**src/include/twis_pkg.sv**
```systemverilog
// constants, types and field layouts for the timer/watchdog/interrupt/sleep block
// assumes a 100 MHz core clock and an instruction-cycle enable from the core
package twis_pkg;
  localparam int          CLK_MHZ      = 100;
  localparam int          WDT_MS       = 18;
  localparam int          WDT_CYCLES   = WDT_MS * 1000 * CLK_MHZ;
  localparam int          PS_W         = 8;
  // mode register field positions
  localparam int          MODE_PSR_LO  = 0;
  localparam int          MODE_PSC     = 3;
  localparam int          MODE_EDGE    = 4;
  localparam int          MODE_SRC     = 5;
  localparam int          MODE_EXT_EDGE_SELECT  = 6;
  localparam logic [7:0]  MODE_RST     = 8'h3f;
  // flag / mask bit positions
  localparam int          FLG_TMR      = 0;
  localparam int          FLG_PORT     = 1;
  localparam int          FLG_EXT      = 2;
  localparam int          FLG_WDT      = 6;
  localparam logic [7:0]  FLG_USED     = 8'h47;
  // status bits
  localparam int          ST_PD        = 3;
  localparam int          ST_TO        = 4;
  localparam logic [7:0]  ST_RST       = 8'h18;
  // vectors
  localparam logic [9:0]  VEC_IRQ      = 10'h008;
  localparam logic [9:0]  VEC_TRAP     = 10'h001;
  // register addresses of this block
  localparam logic [3:0]  A_TIMER      = 4'h1;
  localparam logic [3:0]  A_STATUS     = 4'h3;
  localparam logic [3:0]  A_ISR        = 4'hf;
  localparam logic [3:0]  A_MODE       = 4'h8;
  localparam logic [3:0]  A_MASK       = 4'h9;
  localparam logic [3:0]  A_CHGEN      = 4'ha;
  localparam logic [3:0]  A_DIR        = 4'hb;
  localparam logic [3:0]  A_SYSCTL     = 4'hc;
  localparam int          SYS_EIS      = 6;

  typedef struct packed {
    logic sleep;
    logic wdtClear;
    logic irqOn;
    logic irqOff;
    logic irqReturn;
    logic trap;
  } twis_op_t;

  typedef struct packed {
    logic       wdtEnable;
    logic       wdtResetSel;
    logic       resetPinIo;
    logic [1:0] oscPinsIo;
  } twis_cfg_t;

  typedef struct packed {
    logic       vecValid;
    logic [9:0] vecAddr;
    logic       wake;
    logic       resetReq;
    logic       sleeping;
    logic       oscStop;
  } twis_ctl_t;
endpackage

```
**src/verilog/twis_top.sv**
```systemverilog
// timer, watchdog, shared prescaler, interrupt flags and sleep control
// assumes the core pulses opStrobes for one cycle, and instrTick once per instruction cycle
//
// The implementer's own choices: the register addresses and the strobed register port.
`timescale 1ns/10ps
// Functional notes
// - 8-bit timer; internal source adds one per instruction cycle without prescaler.
// - mode bit 5 selects pin edge counting; bit 4 selects edge polarity.
// - watchdog runs on own tick through sleep; timeout resets and clears timeout flag.
// - watchdog period 18 ms, lengthened by prescaler up to 1:128.
// - one prescaler serves watchdog when target bit set, timer otherwise.
// - writing timer clears prescaler when assigned to timer.
// - watchdog clear op clears watchdog and prescaler when assigned to it.
// - global enable set by on op, cleared by off op, set by return.
// - hardware interrupt vectors to 008h; software trap vectors to 001h.
// - flags set by events regardless of mask, except port change flag, which needs its mask bit; software clears them.
// - status register reads flags AND mask.
// - selected edge on external pin sets external flag; mask disables.
// - timer wrap FFh to 00h sets overflow flag; mask disables.
// - change on enabled input pins sets port change flag.
// - external interrupt on pin 0 turns off change detection there.
// - watchdog interrupt mode sets watchdog flag instead of reset.
// - sleep clears powerdown, sets timeout, clears watchdog, stops oscillator.
// - wake on reset pin, watchdog timeout, external or enabled port change interrupt.
// - interrupt wake branches to 008h if global enable set, else continues.
// - mask bit 2 enables external interrupt, bit 6 watchdog interrupt.
// - configuration bit 3 selects watchdog reset when 1, interrupt when 0.
module twis_top #(
  parameter int WDT_TIMEOUT = twis_pkg::WDT_CYCLES
) (
  // clock and reset
  input  wire logic                 clock,
  input  wire logic                 resetn,
  // core timing and operations
  input  wire logic                 instrTick,
  input  wire logic                 wdtTick,
  input  wire twis_pkg::twis_op_t   opStrobes,
  input  wire twis_pkg::twis_cfg_t  cfgWord,
  input  wire logic                 resetPinReq,
  // register port
  input  wire logic [3:0]           regAddr,
  input  wire logic [7:0]           regWdata,
  input  wire logic                 regWrite,
  input  wire logic                 regRead,
  output logic      [7:0]           regRdata,
  // pins
  input  wire logic                 timerExtClockPin,
  input  wire logic [7:0]           portIn,
  // control out
  output twis_pkg::twis_ctl_t       ctl,
  output logic                      irqPending,
  output logic      [7:0]           portDir
);
  localparam int WCW = $clog2(WDT_TIMEOUT + 1);

  typedef struct packed {
    logic [7:0]     timer;
    logic [7:0]     presc;
    logic [WCW-1:0] wdt;
    logic [7:0]     mode;
    logic [7:0]     flags;
    logic [7:0]     mask;
    logic [7:0]     chgEn;
    logic [7:0]     dir;
    logic [7:0]     sysctl;
    logic [7:0]     status;
    logic [7:0]     portLast;
    logic           extLast;
    logic           tckLast;
    logic           gie;
    logic           sleeping;
    logic           vecValid;
    logic [9:0]     vecAddr;
    logic           wake;
    logic           resetReq;
    logic [7:0]     rdata;
  } twis_state_t;

  twis_state_t s_q;
  twis_state_t s_d;

  logic       psToWdt;
  logic [7:0] psMask;
  logic       psTap;
  logic       timerSrc;
  logic       tmrInc;
  logic       wdtBase;
  logic       wdtStep;
  logic       wdtExpire;
  logic       extPin;
  logic       extEdge;
  logic       tckEdge;
  logic [7:0] chgLive;
  logic       chgEvt;
  logic       tmrWrap;
  logic [7:0] setFlags;
  logic       irqReq;
  logic [2:0] ratio;

  always_comb begin
    psToWdt  = s_q.mode[twis_pkg::MODE_PSC];
    ratio    = s_q.mode[twis_pkg::MODE_PSR_LO +: 3];
    // timer ratio 1:(2<<r), topping out at 1:256; watchdog 1:(1<<r), topping out at 1:128
    psMask   = psToWdt ? 8'((9'h1 << ratio) - 9'h1) : 8'((9'h2 << ratio) - 9'h1);
    extPin   = portIn[0];
    // edge detection on registered pin copies
    tckEdge  = s_q.mode[twis_pkg::MODE_EDGE] ? (s_q.tckLast & ~timerExtClockPin)
                                              : (~s_q.tckLast & timerExtClockPin);
    extEdge  = s_q.mode[twis_pkg::MODE_EXT_EDGE_SELECT] ? (~s_q.extLast & extPin)
                                                : (s_q.extLast & ~extPin);
    timerSrc = s_q.mode[twis_pkg::MODE_SRC] ? tckEdge : (instrTick & ~s_q.sleeping);
    wdtBase  = wdtTick & cfgWord.wdtEnable;
    psTap    = ((s_q.presc & psMask) == psMask);
    tmrInc   = psToWdt ? timerSrc : (timerSrc & psTap);
    wdtStep  = psToWdt ? (wdtBase & psTap) : wdtBase;
    wdtExpire = wdtStep && (s_q.wdt == WCW'(WDT_TIMEOUT - 1));
    tmrWrap  = tmrInc && (s_q.timer == 8'hff);
    chgLive  = s_q.chgEn & s_q.dir & {2'h3, cfgWord.oscPinsIo, cfgWord.resetPinIo, 3'h7};
    chgLive[0] = chgLive[0] & ~s_q.sysctl[twis_pkg::SYS_EIS];
    chgEvt   = |((portIn ^ s_q.portLast) & chgLive);
    setFlags = '0;
    setFlags[twis_pkg::FLG_TMR]  = tmrWrap;
    setFlags[twis_pkg::FLG_EXT]  = extEdge & s_q.sysctl[twis_pkg::SYS_EIS];
    // port change flag only when its mask is set
    setFlags[twis_pkg::FLG_PORT] = chgEvt & s_q.mask[twis_pkg::FLG_PORT];
    setFlags[twis_pkg::FLG_WDT]  = wdtExpire & ~cfgWord.wdtResetSel;
    irqReq   = |(s_q.flags & s_q.mask);
  end

  always_comb begin
    s_d = s_q;
    s_d.vecValid = 1'b0;
    s_d.wake     = 1'b0;
    s_d.resetReq = 1'b0;
    s_d.tckLast  = timerExtClockPin;
    s_d.extLast  = extPin;
    s_d.rdata    = 8'h00;
    // prescaler advance from whichever source owns it
    if (psToWdt ? wdtBase : timerSrc) begin
      s_d.presc = (psTap) ? 8'h00 : s_q.presc + 8'h01;
    end
    if (tmrInc) begin
      s_d.timer = s_q.timer + 8'h01;
    end
    if (wdtStep) begin
      s_d.wdt = wdtExpire ? '0 : s_q.wdt + WCW'(1);
    end
    if (wdtExpire && cfgWord.wdtResetSel) begin
      s_d.resetReq = 1'b1;
      s_d.status[twis_pkg::ST_TO] = 1'b0;
    end
    // register writes, then hardware sets win over clears
    if (regWrite) begin
      case (regAddr)
        twis_pkg::A_TIMER: begin
          s_d.timer = regWdata;
          if (!psToWdt) begin
            s_d.presc = 8'h00;
          end
        end
        twis_pkg::A_ISR:    s_d.flags  = regWdata & twis_pkg::FLG_USED;
        twis_pkg::A_MODE:   s_d.mode   = regWdata;
        twis_pkg::A_MASK:   s_d.mask   = regWdata & twis_pkg::FLG_USED;
        twis_pkg::A_CHGEN:  s_d.chgEn  = regWdata;
        twis_pkg::A_DIR:    s_d.dir    = regWdata;
        twis_pkg::A_SYSCTL: s_d.sysctl = regWdata;
        default: begin
        end
      endcase
    end
    s_d.flags = s_d.flags | setFlags;
    if (regRead) begin
      case (regAddr)
        twis_pkg::A_TIMER:  s_d.rdata = s_q.timer;
        twis_pkg::A_STATUS: s_d.rdata = s_q.status;
        twis_pkg::A_ISR:    s_d.rdata = s_q.flags & s_q.mask;
        twis_pkg::A_MODE:   s_d.rdata = s_q.mode;
        twis_pkg::A_MASK:   s_d.rdata = s_q.mask;
        twis_pkg::A_CHGEN:  s_d.rdata = s_q.chgEn;
        twis_pkg::A_DIR:    s_d.rdata = s_q.dir;
        twis_pkg::A_SYSCTL: s_d.rdata = s_q.sysctl;
        default:            s_d.rdata = 8'h00;
      endcase
    end
    // port snapshot refreshed by reads, watched lines track continuously
    s_d.portLast = (portIn & chgLive) | (s_q.portLast & ~chgLive);
    if (regRead) begin
      s_d.portLast = portIn;
    end
    if (opStrobes.wdtClear) begin
      s_d.wdt = '0;
      if (psToWdt) begin
        s_d.presc = 8'h00;
      end
      s_d.status[twis_pkg::ST_TO] = 1'b1;
      s_d.status[twis_pkg::ST_PD] = 1'b1;
    end
    if (opStrobes.irqOn) begin
      s_d.gie = 1'b1;
    end
    if (opStrobes.irqOff) begin
      s_d.gie = 1'b0;
    end
    if (opStrobes.irqReturn) begin
      s_d.gie = 1'b1;
    end
    if (opStrobes.trap) begin
      s_d.vecValid = 1'b1;
      s_d.vecAddr  = twis_pkg::VEC_TRAP;
      s_d.gie      = 1'b0;
    end else if (!s_q.sleeping && s_q.gie && irqReq && !opStrobes.irqReturn) begin
      s_d.vecValid = 1'b1;
      s_d.vecAddr  = twis_pkg::VEC_IRQ;
      s_d.gie      = 1'b0;
    end
    if (opStrobes.sleep && !s_q.sleeping) begin
      s_d.sleeping = 1'b1;
      s_d.wdt = '0;
      s_d.status[twis_pkg::ST_PD] = 1'b0;
      s_d.status[twis_pkg::ST_TO] = 1'b1;
    end
    if (s_q.sleeping) begin
      if (resetPinReq || (wdtExpire && cfgWord.wdtResetSel)) begin
        s_d.sleeping = 1'b0;
        s_d.wake     = 1'b1;
      end else if (|(setFlags & s_q.mask)) begin
        s_d.sleeping = 1'b0;
        s_d.wake     = 1'b1;
        if (s_q.gie) begin
          s_d.vecValid = 1'b1;
          s_d.vecAddr  = twis_pkg::VEC_IRQ;
          s_d.gie      = 1'b0;
        end
      end
    end
  end

  always_ff @(posedge clock or negedge resetn) begin
    if (!resetn) begin
      s_q          <= '0;
      s_q.mode     <= twis_pkg::MODE_RST;
      s_q.chgEn    <= 8'hff;
      s_q.dir      <= 8'hff;
      s_q.status   <= twis_pkg::ST_RST;
    end else begin
      s_q <= s_d;
    end
  end

  always_comb begin
    regRdata         = s_q.rdata;
    portDir          = s_q.dir;
    irqPending       = irqReq & s_q.gie;
    ctl.vecValid     = s_q.vecValid;
    ctl.vecAddr      = s_q.vecAddr;
    ctl.wake         = s_q.wake;
    ctl.resetReq     = s_q.resetReq;
    ctl.sleeping     = s_q.sleeping;
    ctl.oscStop      = s_q.sleeping;
  end

  // vectors and global enable
  AST_TRAP_VEC: assert property (@(posedge clock) disable iff (!resetn)
    opStrobes.trap |=> ctl.vecValid && ctl.vecAddr == twis_pkg::VEC_TRAP)
    else $error("trap did not vector to 001h");

  AST_HW_VEC: assert property (@(posedge clock) disable iff (!resetn)
    !s_q.sleeping && s_q.gie && irqReq && !opStrobes.trap && !opStrobes.irqReturn
    |=> ctl.vecValid && ctl.vecAddr == twis_pkg::VEC_IRQ)
    else $error("interrupt did not vector to 008h");

  AST_GIE_ON: assert property (@(posedge clock) disable iff (!resetn)
    (opStrobes.irqOn || opStrobes.irqReturn) && !opStrobes.trap && !opStrobes.irqOff
    && !(irqReq && !s_q.sleeping && s_q.gie && !opStrobes.irqReturn) |=> s_q.gie)
    else $error("global enable not set");

  AST_GIE_OFF: assert property (@(posedge clock) disable iff (!resetn)
    opStrobes.irqOff && !opStrobes.irqReturn |=> !s_q.gie)
    else $error("global enable not cleared");

  // register reads
  AST_ISR_AND: assert property (@(posedge clock) disable iff (!resetn)
    regRead && regAddr == twis_pkg::A_ISR
    |=> regRdata == ($past(s_q.flags) & $past(s_q.mask)))
    else $error("status read not masked");

  AST_RDATA_IDLE: assert property (@(posedge clock) disable iff (!resetn)
    !regRead |=> regRdata == 8'h00)
    else $error("read data not idle");

  // timer and prescaler
  AST_WRAP_FLAG: assert property (@(posedge clock) disable iff (!resetn)
    tmrInc && s_q.timer == 8'hff && !(regWrite && regAddr == twis_pkg::A_TIMER)
    |=> s_q.timer == 8'h00 && s_q.flags[twis_pkg::FLG_TMR])
    else $error("wrap did not set overflow flag");

  AST_TMR_STEP: assert property (@(posedge clock) disable iff (!resetn)
    tmrInc && s_q.timer != 8'hff && !(regWrite && regAddr == twis_pkg::A_TIMER)
    |=> s_q.timer == $past(s_q.timer) + 8'h01)
    else $error("timer did not advance by one");

  AST_TMR_STILL: assert property (@(posedge clock) disable iff (!resetn)
    !tmrInc && !(regWrite && regAddr == twis_pkg::A_TIMER) |=> $stable(s_q.timer))
    else $error("timer moved without a count");

  AST_TMR_WR_PS: assert property (@(posedge clock) disable iff (!resetn)
    regWrite && regAddr == twis_pkg::A_TIMER && !psToWdt && !opStrobes.wdtClear
    |=> s_q.presc == 8'h00 && s_q.timer == $past(regWdata))
    else $error("timer write did not clear prescaler");

  AST_PS_WDT_OWN: assert property (@(posedge clock) disable iff (!resetn)
    psToWdt && !wdtBase && !opStrobes.wdtClear |=> $stable(s_q.presc))
    else $error("prescaler moved by timer while owned by watchdog");

  AST_PS_CLR: assert property (@(posedge clock) disable iff (!resetn)
    opStrobes.wdtClear && psToWdt |=> s_q.presc == 8'h00)
    else $error("watchdog clear left prescaler");

  // flags
  AST_FLAG_WR: assert property (@(posedge clock) disable iff (!resetn)
    regWrite && regAddr == twis_pkg::A_ISR
    |=> s_q.flags == (($past(regWdata) & twis_pkg::FLG_USED) | $past(setFlags)))
    else $error("flag write or set wrong");

  AST_EXT_FLAG: assert property (@(posedge clock) disable iff (!resetn)
    extEdge && s_q.sysctl[twis_pkg::SYS_EIS] |=> s_q.flags[twis_pkg::FLG_EXT])
    else $error("external edge did not set flag");

  AST_PORT_FLAG: assert property (@(posedge clock) disable iff (!resetn)
    chgEvt && s_q.mask[twis_pkg::FLG_PORT] |=> s_q.flags[twis_pkg::FLG_PORT])
    else $error("port change did not set flag");

  AST_PIN0_OFF: assert property (@(posedge clock) disable iff (!resetn)
    s_q.sysctl[twis_pkg::SYS_EIS] |-> !chgLive[0])
    else $error("pin 0 change detect still live");

  // watchdog
  AST_WDT_STEP: assert property (@(posedge clock) disable iff (!resetn)
    wdtStep && !wdtExpire && !opStrobes.wdtClear && !(opStrobes.sleep && !s_q.sleeping)
    |=> s_q.wdt == $past(s_q.wdt) + WCW'(1))
    else $error("watchdog did not advance");

  AST_WDT_CLR: assert property (@(posedge clock) disable iff (!resetn)
    opStrobes.wdtClear |=> s_q.wdt == '0)
    else $error("watchdog clear failed");

  AST_WDT_RESET: assert property (@(posedge clock) disable iff (!resetn)
    wdtExpire && cfgWord.wdtResetSel && !opStrobes.wdtClear
    |=> ctl.resetReq && !s_q.status[twis_pkg::ST_TO])
    else $error("watchdog timeout did not reset");

  AST_WDT_IRQ: assert property (@(posedge clock) disable iff (!resetn)
    wdtExpire && !cfgWord.wdtResetSel |=> s_q.flags[twis_pkg::FLG_WDT] && !ctl.resetReq)
    else $error("watchdog interrupt mode wrong");

  // sleep and wake
  AST_SLEEP_BITS: assert property (@(posedge clock) disable iff (!resetn)
    opStrobes.sleep && !s_q.sleeping && !opStrobes.wdtClear
    |=> ctl.sleeping && !s_q.status[twis_pkg::ST_PD] && s_q.status[twis_pkg::ST_TO])
    else $error("sleep status wrong");

  AST_SLEEP_WDT: assert property (@(posedge clock) disable iff (!resetn)
    opStrobes.sleep && !s_q.sleeping |=> s_q.wdt == '0)
    else $error("sleep did not clear watchdog");

  AST_WAKE_PIN: assert property (@(posedge clock) disable iff (!resetn)
    s_q.sleeping && resetPinReq |=> ctl.wake && !ctl.sleeping)
    else $error("reset pin did not wake");

  AST_SLEEP_STAY: assert property (@(posedge clock) disable iff (!resetn)
    s_q.sleeping && !resetPinReq && !(wdtExpire && cfgWord.wdtResetSel)
    && !(|(setFlags & s_q.mask)) |=> ctl.sleeping)
    else $error("left sleep without cause");

  AST_WAKE_VEC: assert property (@(posedge clock) disable iff (!resetn)
    s_q.sleeping && !resetPinReq && !(wdtExpire && cfgWord.wdtResetSel)
    && (|(setFlags & s_q.mask)) && s_q.gie
    |=> ctl.vecValid && ctl.vecAddr == twis_pkg::VEC_IRQ)
    else $error("wake did not vector to 008h");

  AST_WAKE_NOVEC: assert property (@(posedge clock) disable iff (!resetn)
    s_q.sleeping && !s_q.gie && !opStrobes.trap |=> !ctl.vecValid)
    else $error("wake vectored with enable off");
endmodule

```
**config.mk**
```make
export PLATFORM = sky130hd
export DESIGN_NAME = twis_top
export DESIGN_NICKNAME = d
export VERILOG_FILES = /design/src/include/twis_pkg.sv /design/src/verilog/twis_top.sv
export SDC_FILE = /design/constraint.sdc
export NUM_CORES = 1
export LEC_CHECK = 0
export ABC_AREA = 1
export BUFFER_PORTS_ARGS = -buffer_cell sky130_fd_sc_hd__buf_4
export CAP_MARGIN = 15
export CORE_ASPECT_RATIO = 0.9
export CORE_MARGIN = 2
export CORE_UTILIZATION = 40
export CTS_BUF_LIST = sky130_fd_sc_hd__clkbuf_4 sky130_fd_sc_hd__clkbuf_8
export DETAILED_ROUTE_END_ITERATION = 8
export PLACE_DENSITY = 0.7
export SYNTH_ARGS = -nofsm -noshare
export SYNTH_HDL_FRONTEND = slang
export SYNTH_SLANG_ARGS = --single-unit
```
**constraint.sdc**
```tcl
create_clock -name clock -period 7.9 [get_ports clock]
set_clock_uncertainty 0.05 [all_clocks]
set_input_delay 2.37 -clock clock [delete_from_list [all_inputs] [get_ports clock]]
set_output_delay 2.37 -clock clock [all_outputs]
set_load 0.005 [all_outputs]
```
==> results.md <==
* Max stage delay cell, worst path: nor2_1
* Fin. max-slew vios at 0
* Final Power at 1.53 mW
* Initial antenna violation count at 0
* Post-synth top flop: dfrtp_1
* DRT iter0 DRCs at 391
* Slowest stage delay, CP at 0.62 ns
* Post-synth EDFFs at 0
* Max Clk Rate at 247 MHz
* Fin crit share at 51.3%
* Cts repair resizes at 0
* Total Wirelength at 14300 um
* Reg2Reg Setup Slack at 4.40 ns
* Remaining global-route overflow at 0
* Final Hold Vio Count at 0
* # diodes at 0
* Critical Path Fanout Max at 13
* Synth-to-Final Area Change at 11.6%
* Vias in the first global route at 4596
* Worst Tran Pin Value at 0.847 ns
* Die area at 16400 sq um
* Max-cap viol count at 0
* Setup TNS at 0 ns
* Final instance area at 6870 sq um
* Hpwl dp at 10700 um
* Synthesized area at 6150 sq um
* DR pass1 iterations at 5
* Cts bufs inserted at 9
* Max VDD drop at 0.108 mV
* Hold-fix buffers, CTS at 0
* Cell area power density at 222 nW/um^2
* Status: finished, final reports clean
* Final Wtd Congestion at 0.876
* Initial Util at 41.4%
* Crit path to: s_q[111]
* Cells after Synth at 767
* Mapped Nets at 812
* CP Cell Sequence: buf_4, nor2_1, nand3_1, nor2_1, inv_1, nand2_1, o21ai_0, nand2_1, inv_1, o211ai_1, inv_1
* YS warnings at 0
* DP Cell Count at 996
* Internal cell power at 1.01 mW
* Clock sink count at 112
* P_sw at 519 uW
* Async SR Flop Fraction at 100%
* R2r endpoint: s_q[101]
* Setup bufs post-CTS at 0
* Reg2reg start: psToWdt
* Vias per cell at 5.02
* Average wire per standard cell at 14.1 um
* Sequential share of the synthesized area at 46.0%
* All-Layer GR Usage at 18.3%
* TritonCTS clock tree: yes
* Worst-path clk slew at 0.09 ns
* IO Port Bufs at 70
* Via count at 5076
* DRC at 0
* Slew headroom at 43.6%
* Worst Slack Setup Final at 3.85 ns
* Global-route wire length before repair at 23600 um
* RSZ-0062 raised after global routing: no
* HP Class: register to register
* Layout cell share with drive strength beyond 1 at 17.7%
* Die extent in x at 135 um
* Seq pwr share at 50.4%
* Most frequent cell on the critical path: inv_1
* Setup CP Type: input port to register
* Root buffer cell: clkbuf_8
* Crit path arrival time at 4.29 ns
* DRT antenna net count at 0
* Clock Power Share at 23.6%
* Crit path required time at 8.14 ns
* Hold slack at 0.434 ns
* Endpoint class of the critical path: register
* Pre-CTS setup slack at 3.47 ns
* Synth unique cells at 48
* Clock Latency Late Sink at 0.40 ns
* Setup-failing EPs final at 0
* Clk buf depth at 2
* Cell Area, Placed at 6670 sq um
* Syn_area_per_cell at 8.02 sq um
* Sw frac at 34.0%
* Crit path launch type: input port
* Logic pwr share at 26.0%
* Leak at 3.24 nW
* Post-Route Utilization at 46.2%
* Chip Height at 122 um
* Largest net degree at the start of global routing at 68
* Nets at 854
* Yosys reg bits at 112
* Core area at 14900 sq um
* Row cnt at 42
* Top Ports at 71
* Layout Cells excl Fill at 1012
* R2r worst-path depth at 19
* CP startpoint: regAddr[1]
* H-Tree Depth at 3
* Final min period at 4.05 ns
[layout by cell type (no fill, tap or decap), types with 3 or more instances in the layout]
master	count
nor3_1	17
dfrtp_1	88
a21oi_1	22
nand3_2	4
nand2_1	167
nor4_1	4
clkbuf_4	5
o21bai_1	3
nor2_2	15
o211ai_1	7
nor3b_1	3
dfstp_2	24
o21ai_0	55
o22ai_1	10
mux2i_1	7
o21a_1	3
nand3_1	40
inv_1	113
ha_1	6
inv_2	3
xor2_1	11
a31oi_1	5
a221oi_1	6
nor2_1	57
nand4_1	15
clkbuf_8	9
o21ai_1	9
xnor2_1	7
buf_4	71
nand2_2	3
[area by class of cell]
class | count | area [sq um]
fillers | 1476 | 8010
flip-flops and latches | 112 | 2830
multi-input cells | 497 | 2610
repair buffers | 71 | 533
inverters | 118 | 445
well taps | 198 | 248
clock buffers | 14 | 161
clock inverters | 2 | 38.8
[layer usage]
| metal | GRT usage [%] | up-vias | wire, um |
|---|---|---|---|
| li1 | - | 2555 | - |
| met1 | 26.7 | 2354 | 6940 |
| met2 | 27.3 | 148 | 6300 |
| met3 | 3.41 | 19 | 838 |
| met4 | 6.38 | 0 | 242 |
| met5 | 0 | - | 0 |
[worst max-delay path, delay by kind of cell]
kind / cells / cell delay, ns
simple gates: 5 / 1.24
compound gates: 2 / 0.17
buf+inv: 4 / 0.50
[cells in the mapped netlist (4+ instances only)]
library cell / instances / area (sq um)
o21ai_1: 9 / 45.0
o21ai_0: 55 / 275
a21oi_1: 22 / 110
nor3_1: 17 / 85.1
buf_4: 31 / 233
o211ai_1: 7 / 52.6
nor4_1: 4 / 25.0
a31oi_1: 5 / 31.3
mux2i_1: 7 / 70.1
nand3_2: 4 / 40.0
dfrtp_1: 88 / 2200
nand4_1: 15 / 93.8
ha_1: 6 / 75.1
xnor2_1: 7 / 61.3
a221oi_1: 6 / 52.6
o22ai_1: 10 / 62.6
nand3_1: 40 / 200
nand2_1: 167 / 627
nor2_1: 57 / 214
inv_1: 113 / 424
nor2_2: 15 / 93.8
clkbuf_1: 7 / 26.3
xor2_1: 11 / 96.3
dfstp_2: 24 / 631
[registers in the layout, indices dropped and copies added (netlist names), named ones only]
| name | cells |
|---|---|
| ctl | 14 |
| portDir | 8 |
| psToWdt | 1 |
| ratio | 3 |
| regRdata | 8 |
| s_q | 70 |
[power by group through the flow]
stage | clock, mW | sequential, mW | combinational [mW]
floorplan | 0 | 0.748 | 0.302
global placement | 0 | 0.776 | 0.389
detailed placement | 0 | 0.777 | 0.396
CTS | 0.367 | 0.767 | 0.397
global route | 0.386 | 0.781 | 0.454
finish | 0.360 | 0.769 | 0.396
[cell families after synthesis]
| group | Yosys count | synth area share (%) |
|---|---|---|
| AOI/OAI and AO/OA | 133 | 12.9 |
| xor gates and xnor gates | 18 | 2.56 |
| adders and majority gates | 6 | 1.22 |
| buffers and inverters | 158 | 11.6 |
| DFF | 112 | 46.0 |
| muxes | 7 | 1.14 |
| and+or+nand+nor | 333 | 24.6 |
[worst min-delay path by stage]
stage                       start       to  slack (ns)  cells past startpoint
after floorplan           s_q[37]  s_q[37]        0.39                      2
final                     s_q[37]  s_q[37]        0.43                      2
after global placement    s_q[37]  s_q[37]        0.41                      2
after global routing      s_q[37]  s_q[37]        0.46                      2
after CTS                 s_q[37]  s_q[37]        0.43                      2
after detailed placement  s_q[37]  s_q[37]        0.42                      2
Note: power is estimated with default switching activity, not from simulation.
